==> config.mk <==
export PLATFORM = sky130hd
export DESIGN_NAME = gate_drive_overcurrent_sequencer
export DESIGN_NICKNAME = d
export VERILOG_FILES = /design/src/rtl/gate_drive_pkg.sv /design/src/rtl/gate_drive_overcurrent_sequencer.sv /design/src/rtl/pin_synchronizer.sv
export SDC_FILE = /design/constraint.sdc
export NUM_CORES = 1
export LEC_CHECK = 0
export ABC_AREA = 1
export BUFFER_PORTS_ARGS = -buffer_cell sky130_fd_sc_hd__buf_2
export CAP_MARGIN = 20
export CORE_UTILIZATION = 40
export DETAILED_ROUTE_END_ITERATION = 8
export PLACE_DENSITY = 0.58
export SYNTH_ARGS = -nofsm -noshare
export SYNTH_HDL_FRONTEND = slang
export SYNTH_HIERARCHICAL = 1
export SYNTH_SLANG_ARGS = --single-unit
==> constraint.sdc <==
create_clock -name clock -period 1.4 [get_ports clock]
set_input_delay 0 -clock clock [delete_from_list [all_inputs] [get_ports clock]]
set_output_delay 0 -clock clock [all_outputs]
set_load 0.05 [all_outputs]
==> src/rtl/gate_drive_pkg.sv <==
package gate_drive_pkg;

    // Timing
    localparam int unsigned CLOCK_PERIOD_NS   = 10;
    localparam int unsigned SWITCH_FREQ_KHZ   = 200;
    localparam int unsigned PERIOD_CYCLES     = 1000000 / (SWITCH_FREQ_KHZ * CLOCK_PERIOD_NS);
    localparam int unsigned WATCHDOG_NS       = 250;
    localparam int unsigned WATCHDOG_CYCLES   = WATCHDOG_NS / CLOCK_PERIOD_NS;
    localparam logic [8:0]  PERIOD_LAST       = 9'(PERIOD_CYCLES - 1);
    localparam logic [7:0]  WATCHDOG_LAST     = 8'(WATCHDOG_CYCLES - 1);

    // Overcurrent
    localparam logic [2:0]  OC_LIMIT          = 3'h7;

    // Reset values
    localparam logic [8:0]  CYCLE_RESET       = 9'h000;
    localparam logic [7:0]  WATCHDOG_RESET    = 8'h00;
    localparam logic [2:0]  OC_COUNT_RESET    = 3'h0;

    typedef enum logic [2:0] {
        ST_OFF,
        ST_WAIT_LOW_GATE,
        ST_HIGH,
        ST_WAIT_SWITCH,
        ST_LOW
    } phase_type;

    // Comparator and control pins, all from outside the clock domain
    typedef struct packed {
        logic oc_trip;
        logic switch_node_low;
        logic low_gate_low;
        logic pwm_end;
        logic sync_in;
        logic frequency_set_pin;
        logic enable;
    } pins_type;

    typedef struct packed {
        phase_type  phase;
        logic [8:0] cycle;
        logic [7:0] watchdog;
        logic [2:0] oc_count;
        logic       oc_seen;
        logic       oc_flag;
        logic       latched;
        logic       high;
        logic       low;
        logic       sync_d;
    } seq_state_type;

endpackage

==> src/rtl/gate_drive_overcurrent_sequencer.sv <==
`timescale 1ns/1ps
// Notes on behaviour
// An overcurrent event is flagged whenever the sense comparator reports the 20 mV trip.
// During overcurrent the high side turns off at once and the low side comes on after any dead time, then is held until the next cycle starts.
// Seven consecutive switching cycles with overcurrent trigger the latched protection.
// Once protection triggers, both gate drives are forced off and held off by a latch.
// The protection latch clears only on a reset or by cycling the enable input low.
// With no sync input the switching cycle free-runs at 200 kHz.
// A falling edge on the sync input starts a new cycle and so the high-side turn-on.
// After high-side turn-off the low side waits until the switch node is below about 2 V.
// After low-side turn-off the high side waits until the low gate is below about 1 V.
// If the switch node never falls, a watchdog timeout turns the low side on anyway.
// Holding the frequency-set pin low disables the block with both drives off.
// The consecutive overcurrent count returns to zero after any cycle without overcurrent.
// The high side turns on at cycle start and off when the PWM comparator ends the duty.
module gate_drive_overcurrent_sequencer (
    // Clock and reset
    input  wire logic                  clock,
    input  wire logic                  arst_n,
    // Comparator, sync and control pins
    input  wire gate_drive_pkg::pins_type pins,
    // Gate drives
    output logic                       high_side_switch,
    output logic                       low_side_switch,
    // Status
    output logic                       overcurrent_event,
    output logic                       protection_latched
);

    gate_drive_pkg::pins_type      p;
    gate_drive_pkg::seq_state_type s_r;
    gate_drive_pkg::seq_state_type s_nxt;
    logic                          run;
    logic                          sync_fall;
    logic                          start;

    pin_synchronizer #(
        .WIDTH ($bits(gate_drive_pkg::pins_type))
    ) u_pins (
        .clock    (clock),
        .arst_n   (arst_n),
        .raw      (pins),
        .filtered (p)
    );

    assign run       = p.enable && p.frequency_set_pin;
    assign sync_fall = s_r.sync_d && !p.sync_in;
    assign start     = (s_r.cycle == gate_drive_pkg::PERIOD_LAST) || sync_fall;

    always_comb begin
        s_nxt         = s_r;
        s_nxt.sync_d  = p.sync_in;
        s_nxt.oc_flag = p.oc_trip;
        s_nxt.cycle   = start ? gate_drive_pkg::CYCLE_RESET : 9'(s_r.cycle + 9'h001);
        if (!p.enable) begin
            s_nxt.latched = 1'b0;
        end
        if (!run || s_r.latched) begin
            // Disabled or protected: nothing switches
            s_nxt.phase    = gate_drive_pkg::ST_OFF;
            s_nxt.high     = 1'b0;
            s_nxt.low      = 1'b0;
            s_nxt.oc_count = gate_drive_pkg::OC_COUNT_RESET;
            s_nxt.oc_seen  = 1'b0;
        end else if (start) begin
            s_nxt.oc_seen = p.oc_trip;
            if (s_r.oc_seen) begin
                s_nxt.oc_count = 3'(s_r.oc_count + 3'h1);
            end else begin
                s_nxt.oc_count = gate_drive_pkg::OC_COUNT_RESET;
            end
            if (s_r.oc_seen && s_nxt.oc_count == gate_drive_pkg::OC_LIMIT) begin
                s_nxt.latched = 1'b1;
                s_nxt.phase   = gate_drive_pkg::ST_OFF;
                s_nxt.high    = 1'b0;
                s_nxt.low     = 1'b0;
            end else if (s_r.phase == gate_drive_pkg::ST_WAIT_SWITCH) begin
                // Dead time still running: skipping it would bypass the node check
                s_nxt.phase = gate_drive_pkg::ST_WAIT_SWITCH;
            end else if (s_r.high) begin
                // Full duty at cycle end still needs dead time before the low side
                s_nxt.high     = 1'b0;
                s_nxt.watchdog = gate_drive_pkg::WATCHDOG_RESET;
                s_nxt.phase    = gate_drive_pkg::ST_WAIT_SWITCH;
            end else if (p.oc_trip) begin
                s_nxt.low   = 1'b1;
                s_nxt.phase = gate_drive_pkg::ST_LOW;
            end else begin
                s_nxt.low   = 1'b0;
                s_nxt.phase = gate_drive_pkg::ST_WAIT_LOW_GATE;
            end
        end else begin
            if (p.oc_trip) begin
                s_nxt.oc_seen = 1'b1;
            end
            case (s_r.phase)
                gate_drive_pkg::ST_WAIT_LOW_GATE: begin
                    if (p.oc_trip) begin
                        s_nxt.low   = 1'b1;
                        s_nxt.phase = gate_drive_pkg::ST_LOW;
                    end else if (p.low_gate_low) begin
                        s_nxt.high  = 1'b1;
                        s_nxt.phase = gate_drive_pkg::ST_HIGH;
                    end
                end
                gate_drive_pkg::ST_HIGH: begin
                    if (p.oc_trip || p.pwm_end) begin
                        s_nxt.high     = 1'b0;
                        s_nxt.watchdog = gate_drive_pkg::WATCHDOG_RESET;
                        s_nxt.phase    = gate_drive_pkg::ST_WAIT_SWITCH;
                    end
                end
                gate_drive_pkg::ST_WAIT_SWITCH: begin
                    if (p.switch_node_low ||
                        s_r.watchdog == gate_drive_pkg::WATCHDOG_LAST) begin
                        s_nxt.low   = 1'b1;
                        s_nxt.phase = gate_drive_pkg::ST_LOW;
                    end else begin
                        s_nxt.watchdog = 8'(s_r.watchdog + 8'h01);
                    end
                end
                default: begin
                    // Low side and off phases leave only at cycle start
                    s_nxt.phase = s_r.phase;
                end
            endcase
        end
    end

    always_ff @(posedge clock or negedge arst_n) begin
        if (!arst_n) begin
            s_r          <= '0;
            s_r.phase    <= gate_drive_pkg::ST_OFF;
            s_r.cycle    <= gate_drive_pkg::CYCLE_RESET;
            s_r.watchdog <= gate_drive_pkg::WATCHDOG_RESET;
            s_r.oc_count <= gate_drive_pkg::OC_COUNT_RESET;
        end else begin
            s_r <= s_nxt;
        end
    end

    assign high_side_switch   = s_r.high;
    assign low_side_switch    = s_r.low;
    assign overcurrent_event  = s_r.oc_flag;
    assign protection_latched = s_r.latched;
endmodule // gate_drive_overcurrent_sequencer

==> src/rtl/pin_synchronizer.sv <==
`timescale 1ns/1ps
module pin_synchronizer #(
    parameter int unsigned WIDTH = 7
) (
    // Clock and reset
    input  wire logic             clock,
    input  wire logic             arst_n,
    // Raw pins and filtered result
    input  wire logic [WIDTH-1:0] raw,
    output logic      [WIDTH-1:0] filtered
);

    typedef struct packed {
        logic [WIDTH-1:0] s1;
        logic [WIDTH-1:0] s2;
        logic [WIDTH-1:0] s3;
        logic [WIDTH-1:0] out;
    } sync_state_type;

    sync_state_type s_r;
    sync_state_type s_nxt;

    // A bit changes only once the second and third stages agree
    always_comb begin
        s_nxt     = s_r;
        s_nxt.s1  = raw;
        s_nxt.s2  = s_r.s1;
        s_nxt.s3  = s_r.s2;
        s_nxt.out = (s_r.s2 & s_r.s3) | (s_r.out & (s_r.s2 | s_r.s3));
    end

    always_ff @(posedge clock or negedge arst_n) begin
        if (!arst_n) begin
            s_r <= '0;
        end else begin
            s_r <= s_nxt;
        end
    end

    assign filtered = s_r.out;

endmodule // pin_synchronizer

==> summary.md, run 1 <==
| Metric | Value |
|---|---|
| CP endpoint kind | `register` |
| Routed len/inst | `11.08 um` |
| Leading post-synthesis cells by cell area | `dfrtp_1, nand2_1, nor2_1, inv_1, nand3_1` |
| I/O pin count | `13` |
| Number of synthesized flops with an enable pin | `0` |
| Footprint of the multi-input gates | `1105 sq um` |
| Status | `complete, but fails checks` |
| Synth top area share | `53.82%` |
| Drt drc | `0` |
| Routed wire length | `4720 um` |
| Antenna Cells | `0` |
| Unrepaired setup endpoints after global routing | `true` |
| Port Buffers | `12` |
| Worst r2r src | `s_r[18]` |
| Later-pin clock latency in the skew report | `0.34 ns` |
| Yosys reg bits | `57` |
| Crit path buffers/inverters | `1` |
| Initial antenna violation count | `0` |
| Final setup violating endpoints | `13` |
| Area Growth Syn to Fin | `27.90%` |
| Synth cell types | `32` |
| Crit path launch type | `register` |
| Fraction of layout cells with a size suffix above 1 | `34.67%` |
| Max stage delay on crit path | `0.38 ns` |
| Final #Nets | `357` |
| FFs w/ async S/R, synth | `100.0%` |
| Post-DP HPWL | `3308 um` |
| Placed Cells | `396` |
| CP delay by family, top | `simple AND/OR/NAND/NOR gates` |
| CTS Buf Count | `9` |
| Die Y | `83.40 um` |
| Mapped Nets | `301` |
| Setup TNS Final | `-1.026 ns` |
| Post-route ant nets | `0` |
| Max capacitance violation total | `0` |
| Clk buf depth | `2` |
| Max transition margin | `72.11%` |
| Maximum vdd drop | `0.8028 mV` |
| Crit path max fanout | `8` |
| Final period utilization | `108.6%` |
| Most used DFF post-synth | `dfrtp_1` |
| Logic depth of the worst register-to-register path | `11` |
| CORE AREA | `6386 sq um` |
| Via-to-Cell Ratio | `4.653` |
| Clock skew | `0.007594 ns` |
| Slew Viols, Final | `0` |
| Via count | `1,982` |
| Mapped cell area | `2650 sq um` |
| CTS tree | `done` |
| Vias in the first global route | `1,994` |
| DR iter-0 viols | `84` |
| Req. time, crit path | `1.63 ns` |
| Seq/Total Area, Yosys | `53.82%` |
| Final Util | `53.08%` |
| Clk slew on worst S/H paths | `0.07 ns` |
| Remaining Overflow, GRT | `0` |
| Largest net degree at the start of global routing | `41` |
| Fmax | `657.8 MHz` |
| Total global-route track usage | `15.35%` |
| Number of core rows | `29` |
| Worst Setup SP | `s_r[18]` |
| Detailed Routing Iterations Pass 1 | `4` |
| Layout Cells excl Fill | `426` |
| Chip width | `83.40 um` |
| Finished layout cell area | `3390 sq um` |
| Root buffer selected by CTS | `clkbuf_8` |
| Cells after Synth | `288` |
| Yosys warns | `6` |
| Dpl cell area | `2962 sq um` |
| Hold Crit Class | `input pin to async pin` |
| R2r setup slk | `-0.12 ns` |
| CTS H-tree lvls | `3` |
| R2r endpoint | `s_r[15]` |
| Critical Path AT | `1.75 ns` |
| Initial Utilization | `41.50%` |
| Fillers | `594` |
| PnR worst setup slack | `-0.1203 ns` |
| Critical path class | `register to register` |
| Die area | `6955 sq um` |
| Tmin final | `1.520 ns` |
| Sequential cell area | `1428 sq um` |
| Final Hold Viols | `0` |
| Tightest Pin Transition | `0.4184 ns` |
| Pwr Density | `1274 nW/um^2` |
| First-pass GRT wire length | `8418 um` |
| Leak | `1.690 nW` |
| Global placer's final weighted congestion | `0.7675` |
| Failing checks | `negative setup slack` |
| Num Clock Sinks | `57` |
| Syn_area_per_cell | `9.202 sq um` |
| Pwr Total | `4.317 mW` |
| CP Cell Sequence | `ha_2 -> nand2_1 -> nor2_2 -> nand2_4 -> nand2_8 -> inv_8 -> nand2_4 -> nand2_4 -> nand3_4 -> nand2_1 -> nand2_1` |
| CP max-delay cell | `dfrtp_1` |
| Yosys top cell by area | `dfrtp_1` |
## cells in the mapped netlist, types with 3 or more instances
cell,n
a21oi_1,10
buf_4,7
dfrtp_1,57
ha_1,4
inv_1,21
inv_2,10
nand2_1,69
nand2_2,8
nand2_4,6
nand3_1,14
nand3_2,3
nand4_1,5
nor2_1,30
nor2_2,4
nor3_1,7
o21ai_0,5
o21ai_1,5
xor2_1,5
## power by group
group,leakage [nW],total (mW),switching (mW),internal (mW)
Clock,0.105,1.72,0.673,1.05
Sequential,0.720,1.85,0.0799,1.77
Combinational,0.865,0.738,0.409,0.329
## cell families after synthesis
family	Yosys count	share of synthesized area (%)
AO/OA/AOI/OAI	27	5.997
XOR/XNOR	5	1.652
adder cells (fa/ha/maj)	4	1.889
buffers and inverters	40	7.224
flip-flops	57	53.82
AND/OR/NAND/NOR	155	29.41
## state kept, by name, indices dropped and copies added (netlist names)
name                cells
high_side_switch        1
low_side_switch         1
overcurrent_event       1
protection_latched      1
s_r                    25
u_pins/filtered         7
u_pins/s_nxt           14
u_pins/s_r              7
## layout make-up
class / instances / share of cell area (%)
Clock inverter: 6 / 2.695
Multi-Input combinational cell: 191 / 32.60
Clock buffer: 10 / 4.061
Tap cell: 77 / 2.842
Inverter: 32 / 3.765
Timing Repair Buffer: 53 / 11.92
Sequential cell: 57 / 42.12
## what timing repair did
action,in CTS,in global routing
hold buffers,8,0
resized for setup,4,17
setup endpoints to repair,20,23
hold endpoints to repair,64,0
pin swaps,2,9
buffers inserted,2,4
## metal layers
metal	up-vias	track usage [%]	part of all wire, %
li1	1024	-	-
met5	-	0	0
met1	908	18.91	48
met4	0	9.248	3.0
met3	16	3.877	3.5
met2	34	24.29	46
## cell usage in the layout, fill, tap and decap left out, types with 2 or more instances in the layout
master          n
o21ai_2         3
nand3_1        14
or2_1           2
o21ai_0         4
a21oi_1        10
dlygate4sd3_1   8
nand3_4         2
or2_2           2
nand4_1         5
nor2_1         29
nand2_2        13
clkbuf_8       10
buf_2          12
nand2_1        62
nand2_4         8
inv_2          12
nand3_2         3
clkinvlp_4      3
xor2_1          4
nor2_2          4
inv_1          19
nor3_1          6
nor2_4          2
ha_2            2
o21ai_1         4
dfrtp_1        56
a21oi_2         2
buf_4          31
bufinv_16       2
## how the worst max path moves through the flow
stage	to	slack [ns]	cells after the start
final	s_r[15]	-0.12	11
after global placement	s_r[14]	-0.09	11
after detailed placement	s_r[16]	-0.14	11
after floorplan	s_r[14]	-0.03	11
after CTS	s_r[16]	-0.10	11
after global routing	low_side_switch	-0.22	11
## stage by stage
| stage | hold slack, ns | setup WS [ns] |
|---|---|---|
| finish | 0.1365 | -0.1203 |
| global route | 0.1855 | -0.2192 |
| CTS | 0.1549 | -0.1043 |
| detailed placement | -0.03748 | -0.1437 |
| global placement | -0.04535 | -0.08769 |
| floorplan | -0.2956 | -0.02855 |
No activity file was read; power rests on OpenSTA's default activity.
==> run 2, diff against run 1 <==
CORE_MARGIN = 4   (was unset)
==> run 2 against run 1 <==
Net effect: the run still ends with negative setup slack left; hold slack got worse by 0.065 ns; register-to-register slack better by 0.02 ns; maximum frequency grew 1.3%; clock power fell by 22%; non-clock buffer count is 4 higher; die area rose by 15%; design area increased by 1.7%; clock-buffer cell count did not move; first-iteration DRC count fell by 2.4%; setup slack improved by 0.019 ns; utilization is 0.88 points higher; critical path type unchanged; largest power group unchanged.
==> summary.md, run 2 (same netlist as run 1, synthesis figures left out) <==
| Metric | Value |
|---|---|
| Status | `complete, but fails checks (unchanged)` |
| Failing checks | `negative setup slack (unchanged)` |
| Routed len/inst | `11.39 um (was 11.08 um)` |
| Clk slew on worst S/H paths | `0.07 ns (about the same)` |
| Remaining Overflow, GRT | `0 (unchanged)` |
| Chip width | `89.40 um (was 83.40 um)` |
| Port Buffers | `12 (unchanged)` |
| Post-DP HPWL | `3165 um (was 3308 um)` |
| Sw frac | `29.78% (was 26.92%)` |
| Tmin final | `1.501 ns (was 1.520 ns)` |
| Routed wire length | `4896 um (was 4720 um)` |
| Gate power share | `19.9% (was 17.1%)` |
| Tightest Pin Transition | `0.3239 ns (was 0.4184 ns)` |
| CP endpoint kind | `register (unchanged)` |
| Sequential cell area | `1428 sq um (unchanged)` |
| Fmax | `666.3 MHz (was 657.8 MHz)` |
| Max reg flops | `25 (unchanged)` |
| Critical path class | `register to register (unchanged)` |
| Leak | `1.710 nW (was 1.690 nW)` |
| Drt drc | `0 (unchanged)` |
| Vias in the first global route | `1,892 (was 1,994)` |
| Worst r2r src | `s_r[17] (was s_r[18])` |
| Total global-route track usage | `13.92% (was 15.35%)` |
| Later-pin clock latency in the skew report | `0.33 ns (was 0.34 ns)` |
| Crit path max fanout | `8 (unchanged)` |
| DR iter-0 viols | `82 (was 84)` |
| CTS H-tree lvls | `3 (unchanged)` |
| Sequential power share | `46.4% (was 43.0%)` |
| Slew Viols, Final | `0 (unchanged)` |
| Max transition margin | `78.35% (was 72.11%)` |
| Die Y | `89.40 um (was 83.40 um)` |
| Logic depth of the worst register-to-register path | `11 (unchanged)` |
| Pwr Total | `4.007 mW (was 4.317 mW)` |
| Final setup violating endpoints | `17 (was 13)` |
| Critical Path AT | `1.72 ns (was 1.75 ns)` |
| Detailed Routing Iterations Pass 1 | `4 (unchanged)` |
| Final period utilization | `107.2% (was 108.6%)` |
| Worst Hold Slack | `0.07193 ns (was 0.1365 ns)` |
| Area Growth Syn to Fin | `30.03% (was 27.90%)` |
| Largest net degree at the start of global routing | `50 (was 41)` |
| Via count | `2,011 (was 1,982)` |
| Fillers | `566 (was 594)` |
| CTS tree | `done (unchanged)` |
| Global placer's final weighted congestion | `0.8086 (was 0.7675)` |
| Crit path launch type | `register (unchanged)` |
| R2r endpoint | `low_side_switch (was s_r[15])` |
| Clk buf depth | `2 (unchanged)` |
| Initial Utilization | `41.50% (unchanged)` |
| Most common cell after layout, fill and taps aside | `nand2_1 (unchanged)` |
| NetSw | `1.193 mW (was 1.162 mW)` |
| Post-route ant nets | `0 (unchanged)` |
| Via-to-Cell Ratio | `4.677 (was 4.653)` |
| Max capacitance violation total | `0 (unchanged)` |
| Worst slack, placed | `-0.1298 ns (was -0.1437 ns)` |
| Req. time, crit path | `1.62 ns (was 1.63 ns)` |
| CORE AREA | `6386 sq um (unchanged)` |
| Final Hold Viols | `0 (unchanged)` |
| Most frequent cells in the layout | `nand2_1, dfrtp_1, buf_4, nor2_1, inv_1 (unchanged)` |
| Fraction of layout cells with a size suffix above 1 | `37.68% (was 34.67%)` |
| Clock power share | `33.7% (was 39.9%)` |
| R2r setup slk | `-0.10 ns (was -0.12 ns)` |
| CTS Buf Count | `9 (unchanged)` |
| Num Clock Sinks | `57 (unchanged)` |
| Die area | `7991 sq um (was 6955 sq um)` |
| Setup TNS Final | `-1.226 ns (was -1.026 ns)` |
| Hold Crit Class | `input pin to async pin (unchanged)` |
| Antenna Cells | `0 (unchanged)` |
| Pwr Density | `1163 nW/um^2 (was 1274 nW/um^2)` |
| Maximum vdd drop | `0.8178 mV (was 0.8028 mV)` |
| I/O pin count | `13 (unchanged)` |
| Number of core rows | `29 (unchanged)` |
| Reg with most FFs | `s_r (unchanged)` |
| PnR worst setup slack | `-0.1009 ns (was -0.1203 ns)` |
| Clock skew | `0.004818 ns (was 0.007594 ns)` |
| Unrepaired setup endpoints after global routing | `true (unchanged)` |
| Root buffer selected by CTS | `clkbuf_8 (unchanged)` |
| First-pass GRT wire length | `8376 um (was 8418 um)` |
| Final #Nets | `361 (was 357)` |
| Initial antenna violation count | `0 (unchanged)` |
| P_int | `2.814 mW (was 3.155 mW)` |
| Footprint of the multi-input gates | `1151 sq um (was 1105 sq um)` |
run 2: cell count changes in the layout (fill, tap and decap cells not counted), sizes merged:
cell      change
clkinv        +2
inv           -1
clkinvlp      +1
bufinv        -2
buf           +4
run 2: repair_timing:
| item | in CTS | in global routing |
|---|---|---|
| endpoints found under the hold margin | 64 | 0 |
| cloned | 0 | 0 |
| pin swaps | 12 | 18 |
| hold buffers | 8 | 0 |
| buffers inserted | 7 | 6 |
| setup endpoints to repair | 16 | 22 |
| gates resized for setup | 3 | 32 |
run 2: worst max-delay path by stage:
stage	to	from	depth (start not counted)	slack, ns
floorplan	s_r[14]	s_r[6]	11	-0.03
global placement	s_r[13]	s_r[7]	11	-0.09
detailed placement	s_r[15]	s_r[7]	11	-0.13
CTS	s_r[14]	s_r[18]	11	-0.12
global route	s_r[15]	s_r[6]	11	-0.24
finish	low_side_switch	s_r[17]	11	-0.10
run 2: through the flow:
stage / cell area [sq um] / std cells / utilization, %
after floorplan: 2654 / 288 / -
after detailed placement: 2947 / 394 / 46.14
after CTS: 3283 / 425 / 51.41
after global routing: 3446 / 430 / 53.96
final: 3446 / 430 / 53.96
after global placement: 2947 / 394 / 46.14
run 2: power groups by stage:
stage / clock network (mW) / registers (mW) / logic [mW]
5_1_grt: 1.47 / 1.88 / 0.897
2_1_floorplan: 0 / 1.93 / 0.393
6_report: 1.35 / 1.86 / 0.796
3_3_place_gp: 0 / 1.88 / 0.658
3_5_place_dp: 0 / 1.88 / 0.663
4_1_cts: 1.40 / 1.85 / 0.716
run 2: area by class of cell:
type / count / share of cell area, %
flip-flops and latches: 57 / 41.43
multi-input cells: 191 / 33.41
repair buffers: 57 / 13.18
clock buffers: 10 / 3.994
inverters: 32 / 3.922
well taps: 77 / 2.796
clock inverters: 6 / 1.271
run 2: metal layers:
layer,global-route usage [%],routed length (um)
met5,0,0
met4,6.089,102
met3,4.793,183
met2,20.76,2234
met1,18.39,2377
run 2: worst max-delay path, stage by stage (launching register included):
cell and delay (ns):
dfrtp_1 0.40, ha_4 0.16, nand2_4 0.05, nor2_4 0.11, nand2_4 0.09, nand2_8 0.11, clkinv_8 0.09, buf_4 0.14
nand3_2 0.07, nand3_2 0.07, nand2_1 0.06, nand2_1 0.04
==> run 3, diff against run 2 <==
ABC_AREA = unset   (was 1)
==> run 3 against run 2 <==
Net effect: largest cell class unchanged; wire length rose by 2.0%; hold slack improved by 0.12 ns; sequential share of layout area shrank 2.5 points; clock power rose by 39%; sequential cell count is the same; first-iteration DRC count shrank 16%; highest routed layer unchanged; maximum frequency fell by 24%; combinational power fell by 0.8%; the flow still finishes with violations (negative setup slack); synthesized cell count fell by 28%; final cell count fell by 14%; global-route usage up 0.57 points; clock-buffer cell count increased by 1.
==> summary.md, run 3 <==
| Metric | Value |
|---|---|
| P_int | `3.407 mW (was 2.814 mW)` |
| List of most frequent post-synthesis cells | `dfrtp_1, nor2_1, a21oi_1 (was nand2_1, dfrtp_1, nor2_1)` |
| Global placer's final weighted congestion | `0.7994 (was 0.8086)` |
| Most frequent cells in the layout | `dfrtp_1, buf_4, nor2_1, buf_2, clkbuf_8 (was nand2_1, dfrtp_1, buf_4, nor2_1, inv_1)` |
| Status | `complete, but fails checks (unchanged)` |
| Most used DFF post-synth | `dfrtp_1 (unchanged)` |
| Sequential power share | `40.9% (was 46.4%)` |
| Via-to-Cell Ratio | `4.927 (was 4.677)` |
| Routed wire length | `4995 um (was 4896 um)` |
| Leak | `1.689 nW (was 1.710 nW)` |
| Slew Viols, Final | `0 (unchanged)` |
| Yosys warns | `6 (unchanged)` |
| Mapped cell area | `2410 sq um (was 2650 sq um)` |
| Post-DP HPWL | `3094 um (was 3165 um)` |
| Fraction of layout cells with a size suffix above 1 | `48.31% (was 37.68%)` |
| Seq/Total Area, Yosys | `59.19% (was 53.82%)` |
| Fmax | `507.9 MHz (was 666.3 MHz)` |
| Fillers | `481 (was 566)` |
| PnR worst setup slack | `-0.5687 ns (was -0.1009 ns)` |
| Cells after Synth | `207 (was 288)` |
| Final #Nets | `304 (was 361)` |
| Die area | `7330 sq um (was 7991 sq um)` |
| CORE AREA | `5886 sq um (was 6386 sq um)` |
| Root buffer selected by CTS | `clkbuf_8 (unchanged)` |
| Reg with most FFs | `s_r (unchanged)` |
| Most common cell after layout, fill and taps aside | `dfrtp_1 (was nand2_1)` |
| Mapped Nets | `220 (was 301)` |
| Port Buffers | `12 (unchanged)` |
| Tmin final | `1.969 ns (was 1.501 ns)` |
| Final period utilization | `140.6% (was 107.2%)` |
| Num Clock Sinks | `57 (unchanged)` |
| Yosys top cell by area | `dfrtp_1 (unchanged)` |
| Crit path max fanout | `8 (unchanged)` |
| Max reg flops | `25 (unchanged)` |
| Req. time, crit path | `1.61 ns (was 1.62 ns)` |
| Final setup violating endpoints | `27 (was 17)` |
| Number of synthesized flops with an enable pin | `0 (unchanged)` |
| Initial antenna violation count | `0 (unchanged)` |
| Number of core rows | `28 (was 29)` |
| Crit path buffers/inverters | `0 (was 2)` |
| Detailed Routing Iterations Pass 1 | `4 (unchanged)` |
| Largest net degree at the start of global routing | `58 (was 50)` |
| First-pass GRT wire length | `8280 um (was 8376 um)` |
| Drt drc | `0 (unchanged)` |
| Max transition margin | `71.71% (was 78.35%)` |
| Unrepaired setup endpoints after global routing | `true (unchanged)` |
| Crit path launch type | `register (unchanged)` |
| Worst Hold Slack | `0.1927 ns (was 0.07193 ns)` |
| CTS H-tree lvls | `3 (unchanged)` |
| DR iter-0 viols | `69 (was 82)` |
| Total global-route track usage | `14.50% (was 13.92%)` |
| Max stage delay on crit path | `0.44 ns (was 0.40 ns)` |
| Most common cell in the netlist | `dfrtp_1 (was nand2_1)` |
| Die Y | `85.62 um (was 89.40 um)` |
| Synth top area share | `59.19% (was 53.82%)` |
| Hold Crit Class | `input pin to async pin (unchanged)` |
| Setup TNS Final | `-7.996 ns (was -1.226 ns)` |
| CTS Buf Count | `9 (unchanged)` |
| Routed len/inst | `13.46 um (was 11.39 um)` |
| Vias in the first global route | `1,824 (was 1,892)` |
| Later-pin clock latency in the skew report | `0.33 ns (about the same)` |
| Remaining Overflow, GRT | `0 (unchanged)` |
| Via count | `1,828 (was 2,011)` |
| FFs w/ async S/R, synth | `100.0% (unchanged)` |
| Failing checks | `negative setup slack (unchanged)` |
| Max capacitance violation total | `0 (unchanged)` |
| Post-route ant nets | `0 (unchanged)` |
| CP delay by family, top | `compound AO/OA/AOI/OAI gates (was simple AND/OR/NAND/NOR gates)` |
| Critical Path AT | `2.18 ns (was 1.72 ns)` |
| CP max-delay cell | `a221o_2 (was dfrtp_1)` |
| Chip width | `85.62 um (was 89.40 um)` |
| Clock skew | `0.01396 ns (was 0.004818 ns)` |
| Clk slew on worst S/H paths | `0.06 ns (was 0.07 ns)` |
| Levels on crit path | `6 (was 11)` |
| Logic depth of the worst register-to-register path | `6 (was 11)` |
| Yosys reg bits | `57 (unchanged)` |
| Syn_area_per_cell | `11.64 sq um (was 9.202 sq um)` |
| Gate power share | `17.6% (was 19.9%)` |
| Antenna Cells | `0 (unchanged)` |
| Critical path class | `register to register (unchanged)` |
| Initial Utilization | `40.94% (was 41.50%)` |
| I/O pin count | `13 (unchanged)` |
| Clock power share | `41.5% (was 33.7%)` |
| Tightest Pin Transition | `0.4243 ns (was 0.3239 ns)` |
| Leading post-synthesis cells by cell area | `dfrtp_1, maj3_2, nor2_1, a21oi_1, buf_4 (was dfrtp_1, nand2_1, nor2_1, inv_1, nand3_1)` |
| Sw frac | `24.22% (was 29.78%)` |
| Maximum vdd drop | `1.076 mV (was 0.8178 mV)` |
| CP endpoint kind | `register (unchanged)` |
| CTS tree | `done (unchanged)` |
| Area Growth Syn to Fin | `52.08% (was 30.03%)` |
| NetSw | `1.089 mW (was 1.193 mW)` |
| Pwr Density | `1227 nW/um^2 (was 1163 nW/um^2)` |
| Clk buf depth | `2 (unchanged)` |
| Synth cell types | `42 (was 32)` |
| CP Cell Sequence | `ha_2 -> nor4bb_4 -> a21o_4 -> or2_1 -> a221o_2 -> a211o_1 (was ha_4 -> nand2_4 -> nor2_4 -> nand2_4 -> nand2_8 -> clkinv_8 -> buf_4 -> nand3_2 -> nand3_2 -> nand2_1 -> nand2_1)` |
| Final Hold Viols | `0 (unchanged)` |
-- run 3: stage by stage --
stage	total power, mW	setup slack [ns]	instances	utilization (%)	area (sq um)
detailed placement	2.402	-0.6117	335	50.04	2945
floorplan	2.170	-0.5533	207	-	2465
CTS	4.386	-0.5576	365	58.14	3422
global route	4.692	-0.6271	371	62.27	3665
global placement	2.394	-0.6150	335	50.04	2945
finish	4.496	-0.5687	371	62.27	3665
-- run 3: layer usage --
| layer | GRT usage (%) | vias to the layer above | wire length (um) |
|---|---|---|---|
| li1 | - | 906 | - |
| met1 | 18.76 | 883 | 2320 |
| met2 | 22.53 | 30 | 2438 |
| met3 | 4.707 | 9 | 169 |
| met4 | 5.899 | 0 | 67 |
| met5 | 0 | - | 0 |
-- run 3: path summary, 6_finish.rpt --
path,startpoint,end,slack (ns)
max,s_r[17],s_r[15],-0.57
min,arst_n,u_pins/filtered[5],0.19
max reg2reg,s_r[17],s_r[15],-0.57
min reg2reg,u_pins/s_nxt[15],u_pins/s_nxt[8],0.35
max in group asynchronous,arst_n,u_pins/filtered[4],0.95
min in group clock,pins[2],u_pins/s_nxt[16],0.31
-- run 3: power by group through the flow --
stage | Combinational [mW] | Sequential, mW | Clock (mW)
floorplan | 0.279 | 1.89 | 0
global placement | 0.530 | 1.86 | 0
detailed placement | 0.535 | 1.87 | 0
CTS | 0.634 | 1.84 | 1.91
global route | 0.853 | 1.85 | 1.99
finish | 0.790 | 1.84 | 1.87
-- run 3: kinds of logic (layout without fill, tap and decap cells) --
| kind of cell | Yosys count | after routing | share of synthesized area (%) |
|---|---|---|---|
| xor+xnor | 7 | 7 | 2.544 |
| simple gates | 72 | 72 | 16.51 |
| compound gates | 42 | 42 | 12.10 |
| buf+inv | 17 | 106 | 3.842 |
| flops | 57 | 57 | 59.19 |
| mux | 1 | 1 | 0.4673 |
| fa+ha+maj | 11 | 11 | 5.348 |
-- run 3: final cells by class --
type                       instances  area (sq um)  area share, %
clock inverter                     5         102.6          2.800
clock buffer                      11         141.4          3.858
inverter                           4         15.01         0.4097
tap                               75         93.84          2.561
multi-input combinational        133          1172          31.99
sequential                        57          1426          38.92
timing repair buffer              86         713.2          19.46
-- run 3: what timing repair did --
item,CTS,global route
endpoints found under the hold margin,64,0
hold buffers,8,0
resized for setup,27,40
endpoints found under the setup margin,25,27
cloned,1,0
pin swaps,16,21
buffers inserted,6,9
-- run 3: worst register-to-register path, cell delays in order, from the launching register on --
cell and delay [ns]:
dfrtp_1 0.38, ha_2 0.19, nor4bb_4 0.15, a21o_4 0.20, or2_1 0.20, a221o_2 0.44, a211o_1 0.28
